$ cat src/bus_seq_pkg.sv
package bus_seq_pkg;

    // ----------------------------------------------------------------
    // Bus timing
    // ----------------------------------------------------------------
    // Clocks per bus cycle; leaves room for the two-flop data sync
    localparam int unsigned BUS_DIV = 4;
    localparam logic [1:0]  DIV_LAST = 2'h3;
    localparam logic [3:0]  CNT_W_ZERO = 4'h0;

    // ----------------------------------------------------------------
    // Address arithmetic and reset values
    // ----------------------------------------------------------------
    localparam logic [15:0] ONE16 = 16'h0001;
    localparam logic [15:0] TWO16 = 16'h0002;
    localparam logic [15:0] THREE16 = 16'h0003;
    localparam logic [7:0]  PAGE_ZERO = 8'h00;
    localparam logic [15:0] ADDR_RST = 16'h0000;
    localparam logic [7:0]  BYTE_RST = 8'h00;

    // ----------------------------------------------------------------
    // Instruction classes and sequencer steps
    // ----------------------------------------------------------------
    typedef enum logic [2:0] {
        K_READ8,            // load_accum_a / load_accum_b and other one-byte reads
        K_READ16,           // load_index_reg, load_stack_ptr, compare_index_reg
        K_STORE_ACC,        // store_accum
        K_STORE_REG,        // store_stack_ptr, store_index_reg
        K_JMP,              // jump_absolute
        K_JSR               // jump_to_subroutine
    } op_kind_t;

    typedef enum logic [3:0] {
        ST_IDLE, ST_OPC, ST_ADRH, ST_ADRL, ST_DUMMY, ST_DATA_A, ST_DATA_B,
        ST_JSR_START, ST_PUSH_L, ST_PUSH_H, ST_JSR_IDLE1, ST_JSR_IDLE2, ST_JSR_LAST
    } step_t;

    // Request handed over by the processor_core control
    typedef struct packed {
        op_kind_t    kind;   // instruction class
        logic        ext;    // 1 = extended, 0 = direct
        logic [15:0] pc;     // opcode address
        logic [7:0]  acc;    // accumulator to store
        logic [15:0] regv;   // index or stack register to store
        logic [15:0] sp;     // stack pointer for subroutine call
    } instr_req_t;

endpackage

$ cat src/direct_extended_bus_sequencer.sv
`timescale 1ns/1ns

// Notes on behaviour
// RULE1 - Direct mode fetches one address byte; operand lies in page zero. The code puts the second byte of a two-byte operand at 00FF at 0100.
// RULE2 - Extended mode fetches a two-byte address, high byte first.
// RULE3 - Direct one-byte read: opcode, address byte, operand read; three valid reads.
// RULE4 - Direct 16-bit load or compare: four cycles, high byte then low byte.
// RULE5 - Direct accumulator store: dummy cycle with access low, then write.
// RULE6 - Direct register store: five cycles, dummy, then high and low byte writes.
// RULE7 - Extended register store: six cycles, dummy, then two byte writes.
// RULE8 - Extended subroutine call: nine cycles, two pushes, two idle cycles.
// RULE9 - Extended jump: three reads, then continue at fetched target.
// RULE10 - Memory tri-states data while valid access is low.
// RULE11 - Extended accumulator store: five cycles with dummy before the write.
// RULE12 - Read/write high on reads; valid access high only on real references.
module direct_extended_bus_sequencer (
    input  wire logic                   clk,        // 100 MHz clock
    input  wire logic                   sys_rst,    // Synchronous reset, high
    input  wire logic                   start,      // Begin an instruction
    input  wire bus_seq_pkg::instr_req_t req,        // Instruction to sequence
    input  wire logic [7:0]             data_in,    // Data bus pin input
    output logic [7:0]                  data_out,   // Data bus pin output
    output logic                        data_oe,    // Data bus drive enable
    output logic [15:0]                 addr,       // Address bus
    output logic                        rw,         // High read, low write
    output logic                        valid_memory_access, // Real bus reference
    output logic                        busy,       // Instruction in progress
    output logic                        done,       // One-cycle end pulse
    output logic [15:0]                 rd_data,    // Operand read back
    output logic [15:0]                 next_pc     // Where execution continues
);

    // ----------------------------------------------------------------
    // State
    // ----------------------------------------------------------------
    bus_seq_pkg::step_t      state_q, state_d;
    bus_seq_pkg::instr_req_t req_q;
    logic [1:0]              div_q;
    logic [3:0]              cyc_q;
    logic [15:0]             ea_q;
    logic [7:0]              din_s1_q, din_s2_q;

    // ----------------------------------------------------------------
    // Pin synchroniser
    // ----------------------------------------------------------------
    // Data pin comes from outside; only the second stage is read
    always_ff @(posedge clk) begin
        din_s1_q <= data_in;
        din_s2_q <= din_s1_q;
    end

    // ----------------------------------------------------------------
    // Decode
    // ----------------------------------------------------------------
    // Bus cycle boundary, and the fields of the latched request
    wire tick = busy && (div_q == bus_seq_pkg::DIV_LAST);
    wire accept = !busy && start;
    wire is_ext = req_q.ext || (req_q.kind == bus_seq_pkg::K_JMP) || (req_q.kind == bus_seq_pkg::K_JSR);
    wire two_bytes = (req_q.kind == bus_seq_pkg::K_READ16) || (req_q.kind == bus_seq_pkg::K_STORE_REG);
    wire is_store = (req_q.kind == bus_seq_pkg::K_STORE_ACC) || (req_q.kind == bus_seq_pkg::K_STORE_REG);
    wire is_read = (req_q.kind == bus_seq_pkg::K_READ8) || (req_q.kind == bus_seq_pkg::K_READ16);
    wire [15:0] ret_addr = req_q.pc + bus_seq_pkg::THREE16;

    // Effective address as it stands once this cycle's byte is taken
    wire [15:0] ea_d = (state_q == bus_seq_pkg::ST_ADRH) ? {din_s2_q, ea_q[7:0]}
                     : (state_q == bus_seq_pkg::ST_ADRL) ? {ea_q[15:8], din_s2_q} : ea_q;

    // Step order; direct mode skips the high address byte
    always_comb begin
        state_d = state_q;
        unique case (state_q)
            bus_seq_pkg::ST_IDLE:      state_d = bus_seq_pkg::ST_IDLE;
            bus_seq_pkg::ST_OPC:       state_d = is_ext ? bus_seq_pkg::ST_ADRH : bus_seq_pkg::ST_ADRL; // [RULE1] [RULE2]
            bus_seq_pkg::ST_ADRH:      state_d = bus_seq_pkg::ST_ADRL;
            bus_seq_pkg::ST_ADRL: begin
                if (is_read)
                    state_d = bus_seq_pkg::ST_DATA_A;                          // [RULE3] [RULE4]
                else if (is_store)
                    state_d = bus_seq_pkg::ST_DUMMY;                           // [RULE5] [RULE6] [RULE7] [RULE11]
                else if (req_q.kind == bus_seq_pkg::K_JSR)
                    state_d = bus_seq_pkg::ST_JSR_START;                       // [RULE8]
                else
                    state_d = bus_seq_pkg::ST_IDLE;                            // [RULE9]
            end
            bus_seq_pkg::ST_DUMMY:     state_d = bus_seq_pkg::ST_DATA_A;
            bus_seq_pkg::ST_DATA_A:    state_d = two_bytes ? bus_seq_pkg::ST_DATA_B : bus_seq_pkg::ST_IDLE;
            bus_seq_pkg::ST_DATA_B:    state_d = bus_seq_pkg::ST_IDLE;
            bus_seq_pkg::ST_JSR_START: state_d = bus_seq_pkg::ST_PUSH_L;
            bus_seq_pkg::ST_PUSH_L:    state_d = bus_seq_pkg::ST_PUSH_H;
            bus_seq_pkg::ST_PUSH_H:    state_d = bus_seq_pkg::ST_JSR_IDLE1;
            bus_seq_pkg::ST_JSR_IDLE1: state_d = bus_seq_pkg::ST_JSR_IDLE2;
            bus_seq_pkg::ST_JSR_IDLE2: state_d = bus_seq_pkg::ST_JSR_LAST;
            bus_seq_pkg::ST_JSR_LAST:  state_d = bus_seq_pkg::ST_IDLE;
            default:                   state_d = bus_seq_pkg::ST_IDLE;
        endcase
    end

    // Bus drive for the step about to start
    logic [15:0] addr_d;
    logic [7:0]  dout_d;
    logic        rw_d, vma_d;
    bus_seq_pkg::step_t step_n;
    assign step_n = accept ? bus_seq_pkg::ST_OPC : state_d;
    always_comb begin
        addr_d = addr;
        dout_d = bus_seq_pkg::BYTE_RST;
        rw_d = 1'b1;
        vma_d = 1'b1;
        unique case (step_n)
            bus_seq_pkg::ST_IDLE:      vma_d = 1'b0;
            bus_seq_pkg::ST_OPC:       addr_d = accept ? req.pc : req_q.pc;
            bus_seq_pkg::ST_ADRH:      addr_d = req_q.pc + bus_seq_pkg::ONE16;                    // [RULE2]
            bus_seq_pkg::ST_ADRL:      addr_d = req_q.pc + (is_ext ? bus_seq_pkg::TWO16 : bus_seq_pkg::ONE16);
            bus_seq_pkg::ST_DUMMY: begin
                addr_d = ea_d;
                vma_d = 1'b0;                                                       // [RULE12]
            end
            bus_seq_pkg::ST_DATA_A: begin
                addr_d = ea_d;
                rw_d = !is_store;                                                   // [RULE12]
                dout_d = (req_q.kind == bus_seq_pkg::K_STORE_ACC) ? req_q.acc : req_q.regv[15:8];
            end
            bus_seq_pkg::ST_DATA_B: begin
                addr_d = ea_q + bus_seq_pkg::ONE16;                                 // [RULE4] [RULE6] [RULE7]
                rw_d = !is_store;
                dout_d = req_q.regv[7:0];
            end
            bus_seq_pkg::ST_JSR_START: addr_d = ea_d;                               // [RULE8]
            bus_seq_pkg::ST_PUSH_L: begin
                addr_d = req_q.sp;
                rw_d = 1'b0;
                dout_d = ret_addr[7:0];
            end
            bus_seq_pkg::ST_PUSH_H: begin
                addr_d = req_q.sp - bus_seq_pkg::ONE16;
                rw_d = 1'b0;
                dout_d = ret_addr[15:8];
            end
            bus_seq_pkg::ST_JSR_IDLE1: begin
                addr_d = req_q.sp - bus_seq_pkg::TWO16;
                vma_d = 1'b0;                                                       // [RULE8]
            end
            bus_seq_pkg::ST_JSR_IDLE2: begin
                addr_d = req_q.pc + bus_seq_pkg::TWO16;
                vma_d = 1'b0;
            end
            bus_seq_pkg::ST_JSR_LAST:  addr_d = req_q.pc + bus_seq_pkg::TWO16;
            default:                   vma_d = 1'b0;
        endcase
    end

    // ----------------------------------------------------------------
    // Sequencer registers
    // ----------------------------------------------------------------
    // Request latched once so the caller may change it mid-instruction
    always_ff @(posedge clk) begin
        if (sys_rst) begin
            state_q <= bus_seq_pkg::ST_IDLE;
            busy <= 1'b0;
            div_q <= 2'h0;
            cyc_q <= bus_seq_pkg::CNT_W_ZERO;
        end else if (accept) begin
            state_q <= bus_seq_pkg::ST_OPC;
            busy <= 1'b1;
            div_q <= 2'h0;
            cyc_q <= bus_seq_pkg::CNT_W_ZERO;
        end else if (busy) begin
            div_q <= div_q + 2'h1;
            if (tick) begin
                state_q <= state_d;
                busy <= (state_d != bus_seq_pkg::ST_IDLE);
                cyc_q <= cyc_q + 4'h1;
            end
        end
    end

    // Request copy and effective address; direct mode starts in page zero
    always_ff @(posedge clk) begin
        if (sys_rst) begin
            req_q <= '0;
            ea_q <= bus_seq_pkg::ADDR_RST;
        end else if (accept) begin
            req_q <= req;
            ea_q <= {bus_seq_pkg::PAGE_ZERO, bus_seq_pkg::BYTE_RST};  // [RULE1]
        end else if (tick) begin
            ea_q <= ea_d;
        end
    end

    // Pin drive; the data bus is driven only on write cycles
    always_ff @(posedge clk) begin
        if (sys_rst) begin
            addr <= bus_seq_pkg::ADDR_RST;
            data_out <= bus_seq_pkg::BYTE_RST;
            data_oe <= 1'b0;
            rw <= 1'b1;
            valid_memory_access <= 1'b0;
        end else if (accept || tick) begin
            addr <= addr_d;
            data_out <= dout_d;
            data_oe <= !rw_d;
            rw <= rw_d;                                                             // [RULE12]
            valid_memory_access <= vma_d;                                           // [RULE12]
        end
    end

    // Read data capture and completion report
    always_ff @(posedge clk) begin
        if (sys_rst) begin
            rd_data <= bus_seq_pkg::ADDR_RST;
            next_pc <= bus_seq_pkg::ADDR_RST;
            done <= 1'b0;
        end else begin
            done <= tick && (state_d == bus_seq_pkg::ST_IDLE);
            if (tick && state_q == bus_seq_pkg::ST_DATA_A && is_read)
                rd_data <= two_bytes ? {din_s2_q, rd_data[7:0]} : {bus_seq_pkg::PAGE_ZERO, din_s2_q};
            if (tick && state_q == bus_seq_pkg::ST_DATA_B && is_read)
                rd_data <= {rd_data[15:8], din_s2_q};                               // [RULE4]
            if (tick && state_d == bus_seq_pkg::ST_IDLE)
                next_pc <= (req_q.kind == bus_seq_pkg::K_JMP || req_q.kind == bus_seq_pkg::K_JSR)
                         ? ea_d : req_q.pc + (is_ext ? bus_seq_pkg::THREE16 : bus_seq_pkg::TWO16); // [RULE9]
        end
    end
endmodule

$ cat config.mk
export PLATFORM = sky130hd
export DESIGN_NAME = direct_extended_bus_sequencer
export DESIGN_NICKNAME = d
export VERILOG_FILES = /design/src/bus_seq_pkg.sv /design/src/direct_extended_bus_sequencer.sv
export SDC_FILE = /design/constraint.sdc
export NUM_CORES = 1
export LEC_CHECK = 0
export BUFFER_PORTS_ARGS = -buffer_cell sky130_fd_sc_hd__buf_2
export CAP_MARGIN = 10
export CORE_MARGIN = 10
export CORE_UTILIZATION = 55
export CTS_BUF_LIST = sky130_fd_sc_hd__clkbuf_2 sky130_fd_sc_hd__clkbuf_4 sky130_fd_sc_hd__clkbuf_8
export CTS_CLUSTER_SIZE = 40
export DETAILED_ROUTE_END_ITERATION = 8
export GPL_TIMING_DRIVEN = 0
export PLACE_DENSITY = 0.77
export SLEW_MARGIN = 40
export SYNTH_ARGS = -nofsm -noshare
export SYNTH_HDL_FRONTEND = slang
export SYNTH_SLANG_ARGS = --single-unit
export TNS_END_PERCENT = 100
$ cat constraint.sdc
create_clock -name clk -period 9.45 [get_ports clk]
set_input_delay 1.4175 -clock clk [delete_from_list [all_inputs] [get_ports clk]]
set_output_delay 1.4175 -clock clk [all_outputs]
set_load 0.03 [all_outputs]
# After elaboration in Yosys (flattened, before gate mapping)

Cells that the tools add are included.

Register bits after elaboration: 159
Input port bits: 71
Output and inout bits: 61
Logic and storage cells: 124

$add $sub $neg: 9
Eq/ne operators: 30
Multiplexer cells: 27
Bitwise gates (word level): 1
Reduce and logical (&&, ||, !) cells: 35

Operator list:

| kind                  | count |
|---|---|
| $pmux 16 s9           | 1 |
| $mux 16               | 4 |
| $pmux 4 s10           | 1 |
| $eq 4x4->1 const B    | 9 |
| $add 16x1->16 const B | 2 |
| $add 16x2->16         | 2 |
| $add 16x2->16 const B | 2 |
| $eq 4x3->1 const B    | 8 |
| $mux 8                | 4 |
| $pmux 8 s4            | 1 |
| $eq 4x2->1 const B    | 4 |
| $sub 16x1->16 const B | 1 |
| $sub 16x2->16 const B | 1 |
| $mux 3                | 4 |
| $reduce_and 2->1      | 5 |
| $mux 1                | 9 |
| $reduce_bool 9->1     | 1 |
| $reduce_or 9->1       | 1 |
| $eq 4x1->1 const B    | 2 |
| $reduce_or 2->1       | 4 |
| $logic_and 1x1->1     | 7 |
| $logic_or 1x1->1      | 7 |
| $eq 3x2->1 const B    | 2 |
| $eq 3x3->1 const B    | 2 |
| 14 further kinds      | 18 |

# Longest topological paths before layout

Gate-level depths: netlist of the first run.

Depth in word-level cells: 10
Gate-level depth with buffers: 18

# Worst setup path before layout of the first run

Ideal clock, no wire load.

Path type: input to register
Start point: in start
End point: reg addr[14]
Library setup time: 120 ps
Data arrival time: 4,065 ps
Required time: 9,330 ps
Path slack: 5,265 ps
Stages: 17
Path through: nand2b_1 > clkbuf_1 > nand3_1 > a21o_1 > nor2_2 > buf_4 > buf_2 > nand2_1 > o21ai_0 > ha_1 > nand3_1 > nor3_1 > nand3_1 > o31ai_1 > nand3_1 > nor4b_1 > a211o_1

Cells in the longest elaborated chain, start to end: 6
Elaborated cells on any way between the ends: 21

RTL lines:

| what                                                                       | line                                 | RTL |
|---|---|---|
| from (decl)                                                                | direct_extended_bus_sequencer.sv:19  | `input wire logic start,` |
| $logic_and 1x1->1 (*)                                                      | direct_extended_bus_sequencer.sv:57  | `wire accept = !busy && start;` |
| $mux 4                                                                     | direct_extended_bus_sequencer.sv:103 | `assign step_n = accept ? bus_seq_pkg::ST_OPC : state_d;` |
| $eq 4x3->1 / $eq 4x4->1 (equally long branches)                            | direct_extended_bus_sequencer.sv:109 | `unique case (step_n)` |
| $reduce_or 3->1 (no source line) / $reduce_or 2->1 (equally long branches) | -                                    |  |
| $reduce_bool 9->1 (no source line)                                         | -                                    |  |
| $reduce_and 2->1 (no source line)                                          | -                                    |  |
| to (signal assigned)                                                       | direct_extended_bus_sequencer.sv:193 | `addr <= bus_seq_pkg::ADDR_RST;` |
| to (signal assigned)                                                       | direct_extended_bus_sequencer.sv:199 | `addr <= addr_d;` |
| to (decl)                                                                  | direct_extended_bus_sequencer.sv:24  | `output logic [15:0] addr,` |

Every way passes the cells marked *; elsewhere a longest branch is shown, timed or not.
A chain may end at the register's enable or synchronous reset.

# Worst setup path after layout of the first run

Start point: in start
End point: reg addr[8]

The elaborated chain is that of the path after synthesis.

==> results of run 1 <==
[final timing paths]
kind / cells past startpoint / start / end
worst max-delay path: 16 / start / addr[8]
worst min-delay path: 0 / din_s1_q[0] / din_s2_q[0]
worst max register to register: 15 / req_q[57] / addr[8]
worst min register to register: 0 / din_s1_q[0] / din_s2_q[0]
[metrics by stage]
step           cells  area [µm²]  setup slack [ns]
3_5_place_dp    1535       10000              3.74
2_1_floorplan   1187        9040              5.26
3_3_place_gp    1533        9960              3.78
6_report        1570       10500              4.24
5_1_grt         1569       10500              4.13
4_1_cts         1567       10500              4.22
[flip-flops by register name, indices dropped and copies added, names as in the netlist]
register / count
req_q: 60
addr: 16
ea_q: 16
next_pc: 16
rd_data: 16
data_out: 8
din_s1_q: 8
din_s2_q: 8
state_q: 4
div_q: 2
busy: 1
data_oe: 1
done: 1
rw: 1
valid_memory_access: 1
[layer usage]
layer / up-vias / wire length, µm / track usage, %
met5: - / 0 / 1.19
met4: 0 / 1940 / 18.1
met3: 116 / 4530 / 10.9
met2: 689 / 16900 / 51.5
met1: 4691 / 14800 / 40.5
li1: 4518 / - / -
[cell usage after synthesis (all sizes together), types with 15 or more instances]
library cell,instances,area (µm²)
nand2,241,907
dfxtp,159,3180
a21oi,120,601
nor2,93,354
clkbuf,68,255
xnor2,44,385
nand3,41,205
o21ai,39,195
nor3,35,175
xor2,34,298
a211oi,32,240
mux2i,28,280
o211ai,24,185
buf,23,116
and3,15,93.8
inv,15,56.3
[power by group through the flow]
| stage | logic (W) | registers, W | clock network (W) |
|---|---|---|---|
| after global routing | 0.000282 | 0.000723 | 0.000582 |
| after detailed placement | 0.000255 | 0.000734 | 0 |
| after floorplan | 0.000148 | 0.000743 | 0 |
| after CTS | 0.000257 | 0.000719 | 0.000555 |
| final | 0.000267 | 0.000720 | 0.000556 |
| after global placement | 0.000250 | 0.000733 | 0 |
[worst register-to-register path, cell delays in order, from the launching register on]
cell and delay [ns]:
dfxtp_1 0.68, nor2b_1 0.19, clkbuf_1 0.40, o211ai_1 0.30
a21o_1 0.32, nor2_2 0.23, buf_4 0.27, buf_2 0.30
nand2_1 0.08, o21ai_0 0.09, ha_1 0.40, nand3_1 0.23
o311ai_0 0.63, nand4_1 0.21, nor4bb_1 0.57, a22oi_1 0.13
[cells by family (layout without fill, tap and decap cells)]
kind of cell	Yosys count	in the layout	share of synthesized area, %
buffers and inverters	106	271	4.73
multiplexers	37	37	4.22
adder cells (fa/ha/maj)	13	13	1.88
XOR/XNOR	78	78	7.56
flip-flops	159	159	35.2
other	0	2	0
AND/OR/NAND/NOR	485	485	24.1
AO/OA/AOI/OAI	309	309	22.3
[layout make-up]
type                            instances  area, µm²
Fill cell                            1443       5520
Multi-Input combinational cell        922       5490
Sequential cell                       159       3180
Timing Repair Buffer                  133        677
Buffer                                 91        372
Tap cell                              216        270
Clock buffer                           19        262
Clock inverter                         13        165
Inverter                               15       56.3
Antenna cell                            2       5.00
==> summary.txt, run 1 <==
Timing
  – Period utilisation layout: 55.1%
  – Setup TNS: 0 ns
  – Final critical-path required period: 5.21 ns
  – WHS: 0.334 ns
  – Final Hold Fails: 0
  – Setup violations, final: 0
  – Clk_skew: 0.0179 ns
  – RSZ-0062 raised after global routing: false
  – Slew Limit Fails: 0
  – Pin slew with the least headroom to its limit: 0.927 ns
  – Worst slew margin: 36.4%
  – Peak Freq: 0.192 GHz

Synth
  – Syn Nets: 1271
  – Synth Instances: 1187
  – Most used DFF post-synth: dfxtp_1
  – Syn Std Cell Area: 9040 µm²
  – Number of flops mapped to enable cells by yosys: 0
  – Yosys warnings: 0
  – Syn_area_per_cell: 7.62 µm²
  – Post-synthesis register bit count: 159
  – Asr flop ratio synth: 0%
  – Synth unique cells: 77
  – Sequential fraction of the synthesis area: 35.2%

Routing
  – Initial DRC count: 1368
  – Via density: 6.38
  – Mean routed wirelength per cell: 24.3 µm
  – Post-route DRC: 0
  – Final ANT Viol Nets: 0
  – Via count: 10.0k
  – TritonRoute pass-1 iters: 6
  – Routed WL: 38200 µm

Layout
  – Most common cell after layout, fill and taps aside: nand2_1
  – P&R area growth vs syn: 15.9%
  – Fin nets: 1423
  – Core Util, Final: 65.5%
  – Ratio of cells with drive above 1 in the final layout: 16.0%
  – Most frequent cells in the layout: nand2_1, dfxtp_1, buf_2

Clocking
  – Reg clk slew, reported paths: 0.09 ns
  – Longest Clk Path Bufs: 2
  – Worst skew pair latency: 0.47 ns
  – Post-CTS Hold Fix Bufs: 0
  – CTS tree: built
  – Setup bufs post-CTS: 0
  – CTS resizes: 0
  – CTS root buf: clkbuf_8
  – H-tree depth: 4
  – CTS Sinks: 159
  – CTS Buf Count: 17

Floorplan
  – Die Y: 148 µm
  – CORE AREA: 16000 µm²
  – Die width: 148 µm
  – Number of I/O pins: 132
  – Die Area: 22000 µm²
  – Initial Utilization: 56.5%
  – Row Count: 46

Status
  – Status: completed

Power
  – Maximum vdd ir drop: 158 µV
  – Internal: 0.00104 W
  – Clock power share: 36.0%
  – Gate power share: 17.3%
  – Leakage power: 3.92 nW
  – P_sw: 0.000501 W
  – PwrDens: 147 nW/µm²
  – Power share of the sequential group: 46.7%
  – Pwr Total: 0.00154 W
  – Sw Ratio: 32.5%

Placement
  – IO Port Bufs: 130
  – Final Wtd Congestion: 1.05
  – Detailed placement HPWL: 29300 µm

GRT
  – GRT overflow: 0
  – Antenna violations before repair: 2
  – Total GRT Usage: 33.4%
  – Vias in the first global route: 9597
  – First-pass GRT wire length: 56400 µm
  – Largest net degree at the start of global routing: 17

Setup path
  – CP startpoint kind: input port
  – Slowest CP cell: o311ai_0
  – Critical Path End Type: flop
  – CP bufs+invs: 4
  – CP max FO: 10
  – Delay-heaviest family, CP: simple AND/OR/NAND/NOR gates
  – Cell Chain, Critical Path: buf_2 -> nand2b_1 -> clkbuf_1 -> nand3_1 -> a21o_1 -> nor2_2 -> buf_4 -> buf_2 -> nand2_1 -> o21ai_0 -> ha_1 -> nand3_1 -> o311ai_0 -> nand4_1 -> nor4bb_1 -> a22oi_1
  – Reg-to-reg setup timing slack: 4.29 ns
  – Critical path data arrival time: 5.54 ns
  – CP Data Required Time: 9.78 ns
  – Max incr delay on CP: 0.63 ns
  – Crit Path Class: input port to flop

Job
  – Max cap viols: 0

Worst hold path
  – Hold Crit Class: flop to flop
No activity file was read; power rests on OpenSTA's default activity.
==> run 2: changes to the inputs <==
--- a/config.mk
+++ b/config.mk
@@ -8,12 +8,12 @@
 export BUFFER_PORTS_ARGS = -buffer_cell sky130_fd_sc_hd__buf_2
 export CAP_MARGIN = 10
 export CORE_MARGIN = 10
-export CORE_UTILIZATION = 55
+export CORE_UTILIZATION = 54
 export CTS_BUF_LIST = sky130_fd_sc_hd__clkbuf_2 sky130_fd_sc_hd__clkbuf_4 sky130_fd_sc_hd__clkbuf_8
 export CTS_CLUSTER_SIZE = 40
 export DETAILED_ROUTE_END_ITERATION = 8
 export GPL_TIMING_DRIVEN = 0
-export PLACE_DENSITY = 0.77
+export PLACE_DENSITY = 0.79
 export SLEW_MARGIN = 40
 export SYNTH_ARGS = -nofsm -noshare
 export SYNTH_HDL_FRONTEND = slang
==> constraint.sdc (replaced) <==
create_clock -name clk -period 4.2 [get_ports clk]
set_input_delay 0.63 -clock clk [delete_from_list [all_inputs] [get_ports clk]]
set_output_delay 0.63 -clock clk [all_outputs]
set_load 0.03 [all_outputs]
==> run 2 against run 1 <==
Core utilization fell by 1.9 points. Critical endpoint is now addr[14]. Final area rose by 0.21%. Register-to-register slack got worse by 4.1 ns. Die area increased by 1.6%. Non-clock buffer count up 1. Largest power group unchanged. Sequential share of layout area shrank 0.065 points. Global-route usage down 0.17 points. Clock skew rose by 0.0056 ns. Power grew 120%. Combinational power increased by 130%. Worst setup slack got worse by 4.1 ns. Hold slack lost 0.097 ns.
==> summary.txt, run 2 (synthesized netlist as in run 1, its figures left out) <==
Layout
  – Most frequent cells in the layout: nand2_1, dfxtp_1, buf_2
  – Fillers: 1561
  – Most common cell after layout, fill and taps aside: nand2_1
  – P&R area growth vs syn: 16.1%
  – Non-filler instance count after layout: 1573
  – Core Util, Final: 63.5%
  – Max reg flops: 60
  – Ratio of cells with drive above 1 in the final layout: 16.6%
  – Fin nets: 1424
  – Ant diodes: 0
  – Top reg by flops: req_q

Power
  – PwrDens: 324 nW/µm²
  – Power share of the sequential group: 47.7%
  – P_sw: 0.00118 W
  – Internal: 0.00222 W
  – Leakage power: 3.91 nW
  – Maximum vdd ir drop: 198 µV
  – Pwr Total: 0.00340 W
  – Sw Ratio: 34.8%
  – Gate power share: 17.7%
  – Clock power share: 34.6%

Clocking
  – CTS Sinks: 159
  – Worst skew pair latency: 0.50 ns
  – Longest Clk Path Bufs: 2
  – Reg clk slew, reported paths: 0.11 ns
  – H-tree depth: 4
  – CTS Buf Count: 17
  – CTS root buf: clkbuf_8
  – CTS tree: built
  – Post-CTS Hold Fix Bufs: 0

Setup path
  – Crit Path Class: flop to flop
  – CP max FO: 10
  – CP Data Required Time: 4.60 ns
  – Max incr delay on CP: 0.55 ns
  – Critical Path End Type: flop
  – Critical path's most frequent cell: nand3_1
  – Cell Chain, Critical Path: or4b_4 -> a221oi_4 -> o211ai_4 -> nor2_4 -> buf_6 -> buf_4 -> nand2_1 -> o21ai_0 -> ha_2 -> nand3_1 -> nor3_2 -> nand3_1 -> o31ai_2 -> nand3_1 -> nor4b_1 -> a211o_1
  – CP startpoint kind: flop
  – Delay-heaviest family, CP: simple AND/OR/NAND/NOR gates
  – CP bufs+invs: 2
  – Critical path data arrival time: 4.45 ns
  – Slowest CP cell: dfxtp_1

Placement
  – IO Port Bufs: 130
  – Detailed placement HPWL: 29200 µm
  – Final Wtd Congestion: 1.02
  – Place WS: -0.372 ns
  – Dpl cells: 1538

Worst hold path
  – Hold Crit Class: input port to flop

Routing
  – Via density: 6.32
  – Final ANT Viol Nets: 0
  – Met3 WL post-DR: 3900 µm
  – Highest metal layer with signal wires: met4
  – Post-route DRC: 0
  – Mean routed wirelength per cell: 24.1 µm
  – TritonRoute pass-1 iters: 6
  – Met1 Wirelength: 15200 µm
  – Initial DRC count: 1212
  – Routed WL: 37900 µm
  – Via count: 9943
  – Met2 wire len: 16900 µm

Floorplan
  – Die Area: 22300 µm²
  – CORE AREA: 16500 µm²
  – Initial Utilization: 54.7%
  – Number of I/O pins: 132
  – Die Y: 149 µm
  – Die width: 149 µm
  – Row Count: 47

Status
  – Status: completed

Timing
  – Pin slew with the least headroom to its limit: 0.936 ns
  – Worst slew margin: 37.4%
  – RSZ-0062 raised after global routing: true
  – Final Hold Fails: 0
  – Setup violations, final: 0
  – WHS: 0.238 ns
  – Clk_skew: 0.0235 ns
  – Final critical-path required period: 4.06 ns
  – Period utilisation layout: 96.6%
  – Final WS setup: 0.144 ns
  – Peak Freq: 0.247 GHz
  – Slew Limit Fails: 0

GRT
  – GRT overflow: 0
  – Largest net degree at the start of global routing: 18
  – Vias in the first global route: 9528
  – First-pass GRT wire length: 57000 µm
  – Antenna violations before repair: 0
  – Total GRT Usage: 33.3%

Job
  – Max cap viols: 0
==> run 2: cell type report <==
type                            count  area (µm²)  area share, %
Multi-Input combinational cell    922        5530           52.6
Timing Repair Buffer              135         692           6.59
Buffer                             90         375           3.57
Clock inverter                     14         144           1.37
Tap cell                          220         275           2.62
Inverter                           15        56.3          0.536
Clock buffer                       18         248           2.36
Sequential cell                   159        3180           30.3
==> run 2: path summary, 6_finish.rpt <==
kind / start / to / slack, ns / cells past startpoint
worst max-delay path: req_q[57] / addr[14] / 0.14 / 16
worst min-delay path: data_in[1] / din_s1_q[1] / 0.24 / 1
worst max register to register: req_q[57] / addr[14] / 0.14 / 16
worst min register to register: din_s1_q[3] / din_s2_q[3] / 0.34 / 0
==> run 2: layer usage <==
| layer | GRT usage (%) | up-vias |
|---|---|---|
| li1 | - | 4513 |
| met1 | 42.4 | 4666 |
| met2 | 51.9 | 642 |
| met3 | 6.86 | 122 |
| met4 | 17.3 | 0 |
| met5 | 0 | - |
==> run 2: worst reg2reg max path: cells and delay by family (launching register included) <==
kind | cells | cell delay (ns)
buf+inv | 2 | 0.44
fa+ha+maj | 1 | 0.23
compound gates | 5 | 1.06
simple gates | 8 | 1.69
flops | 1 | 0.55
==> run 2: timing repair <==
item,4_1_cts,5_1_grt
setup buffers,0,4
pin swaps,1,4
hold endpoints to repair,0,0
resized for setup,7,6
setup endpoints to repair,5,5
==> run 2: power by group through the flow <==
stage / Combinational [W] / Clock, W / Sequential, W
after floorplan: 0.000332 / 0 / 0.00167
after global placement: 0.000567 / 0 / 0.00165
after detailed placement: 0.000574 / 0 / 0.00165
after CTS: 0.000578 / 0.00116 / 0.00162
after global routing: 0.000639 / 0.00122 / 0.00163
final: 0.000601 / 0.00118 / 0.00162
==> run 2: through the flow <==
stage                     setup TNS (ns)  area [µm²]
final                                  0       10500
after global routing             -0.0149       10500
after CTS                              0       10400
after detailed placement           -1.30       10000
after global placement             -1.27        9970
after floorplan                        0        9040
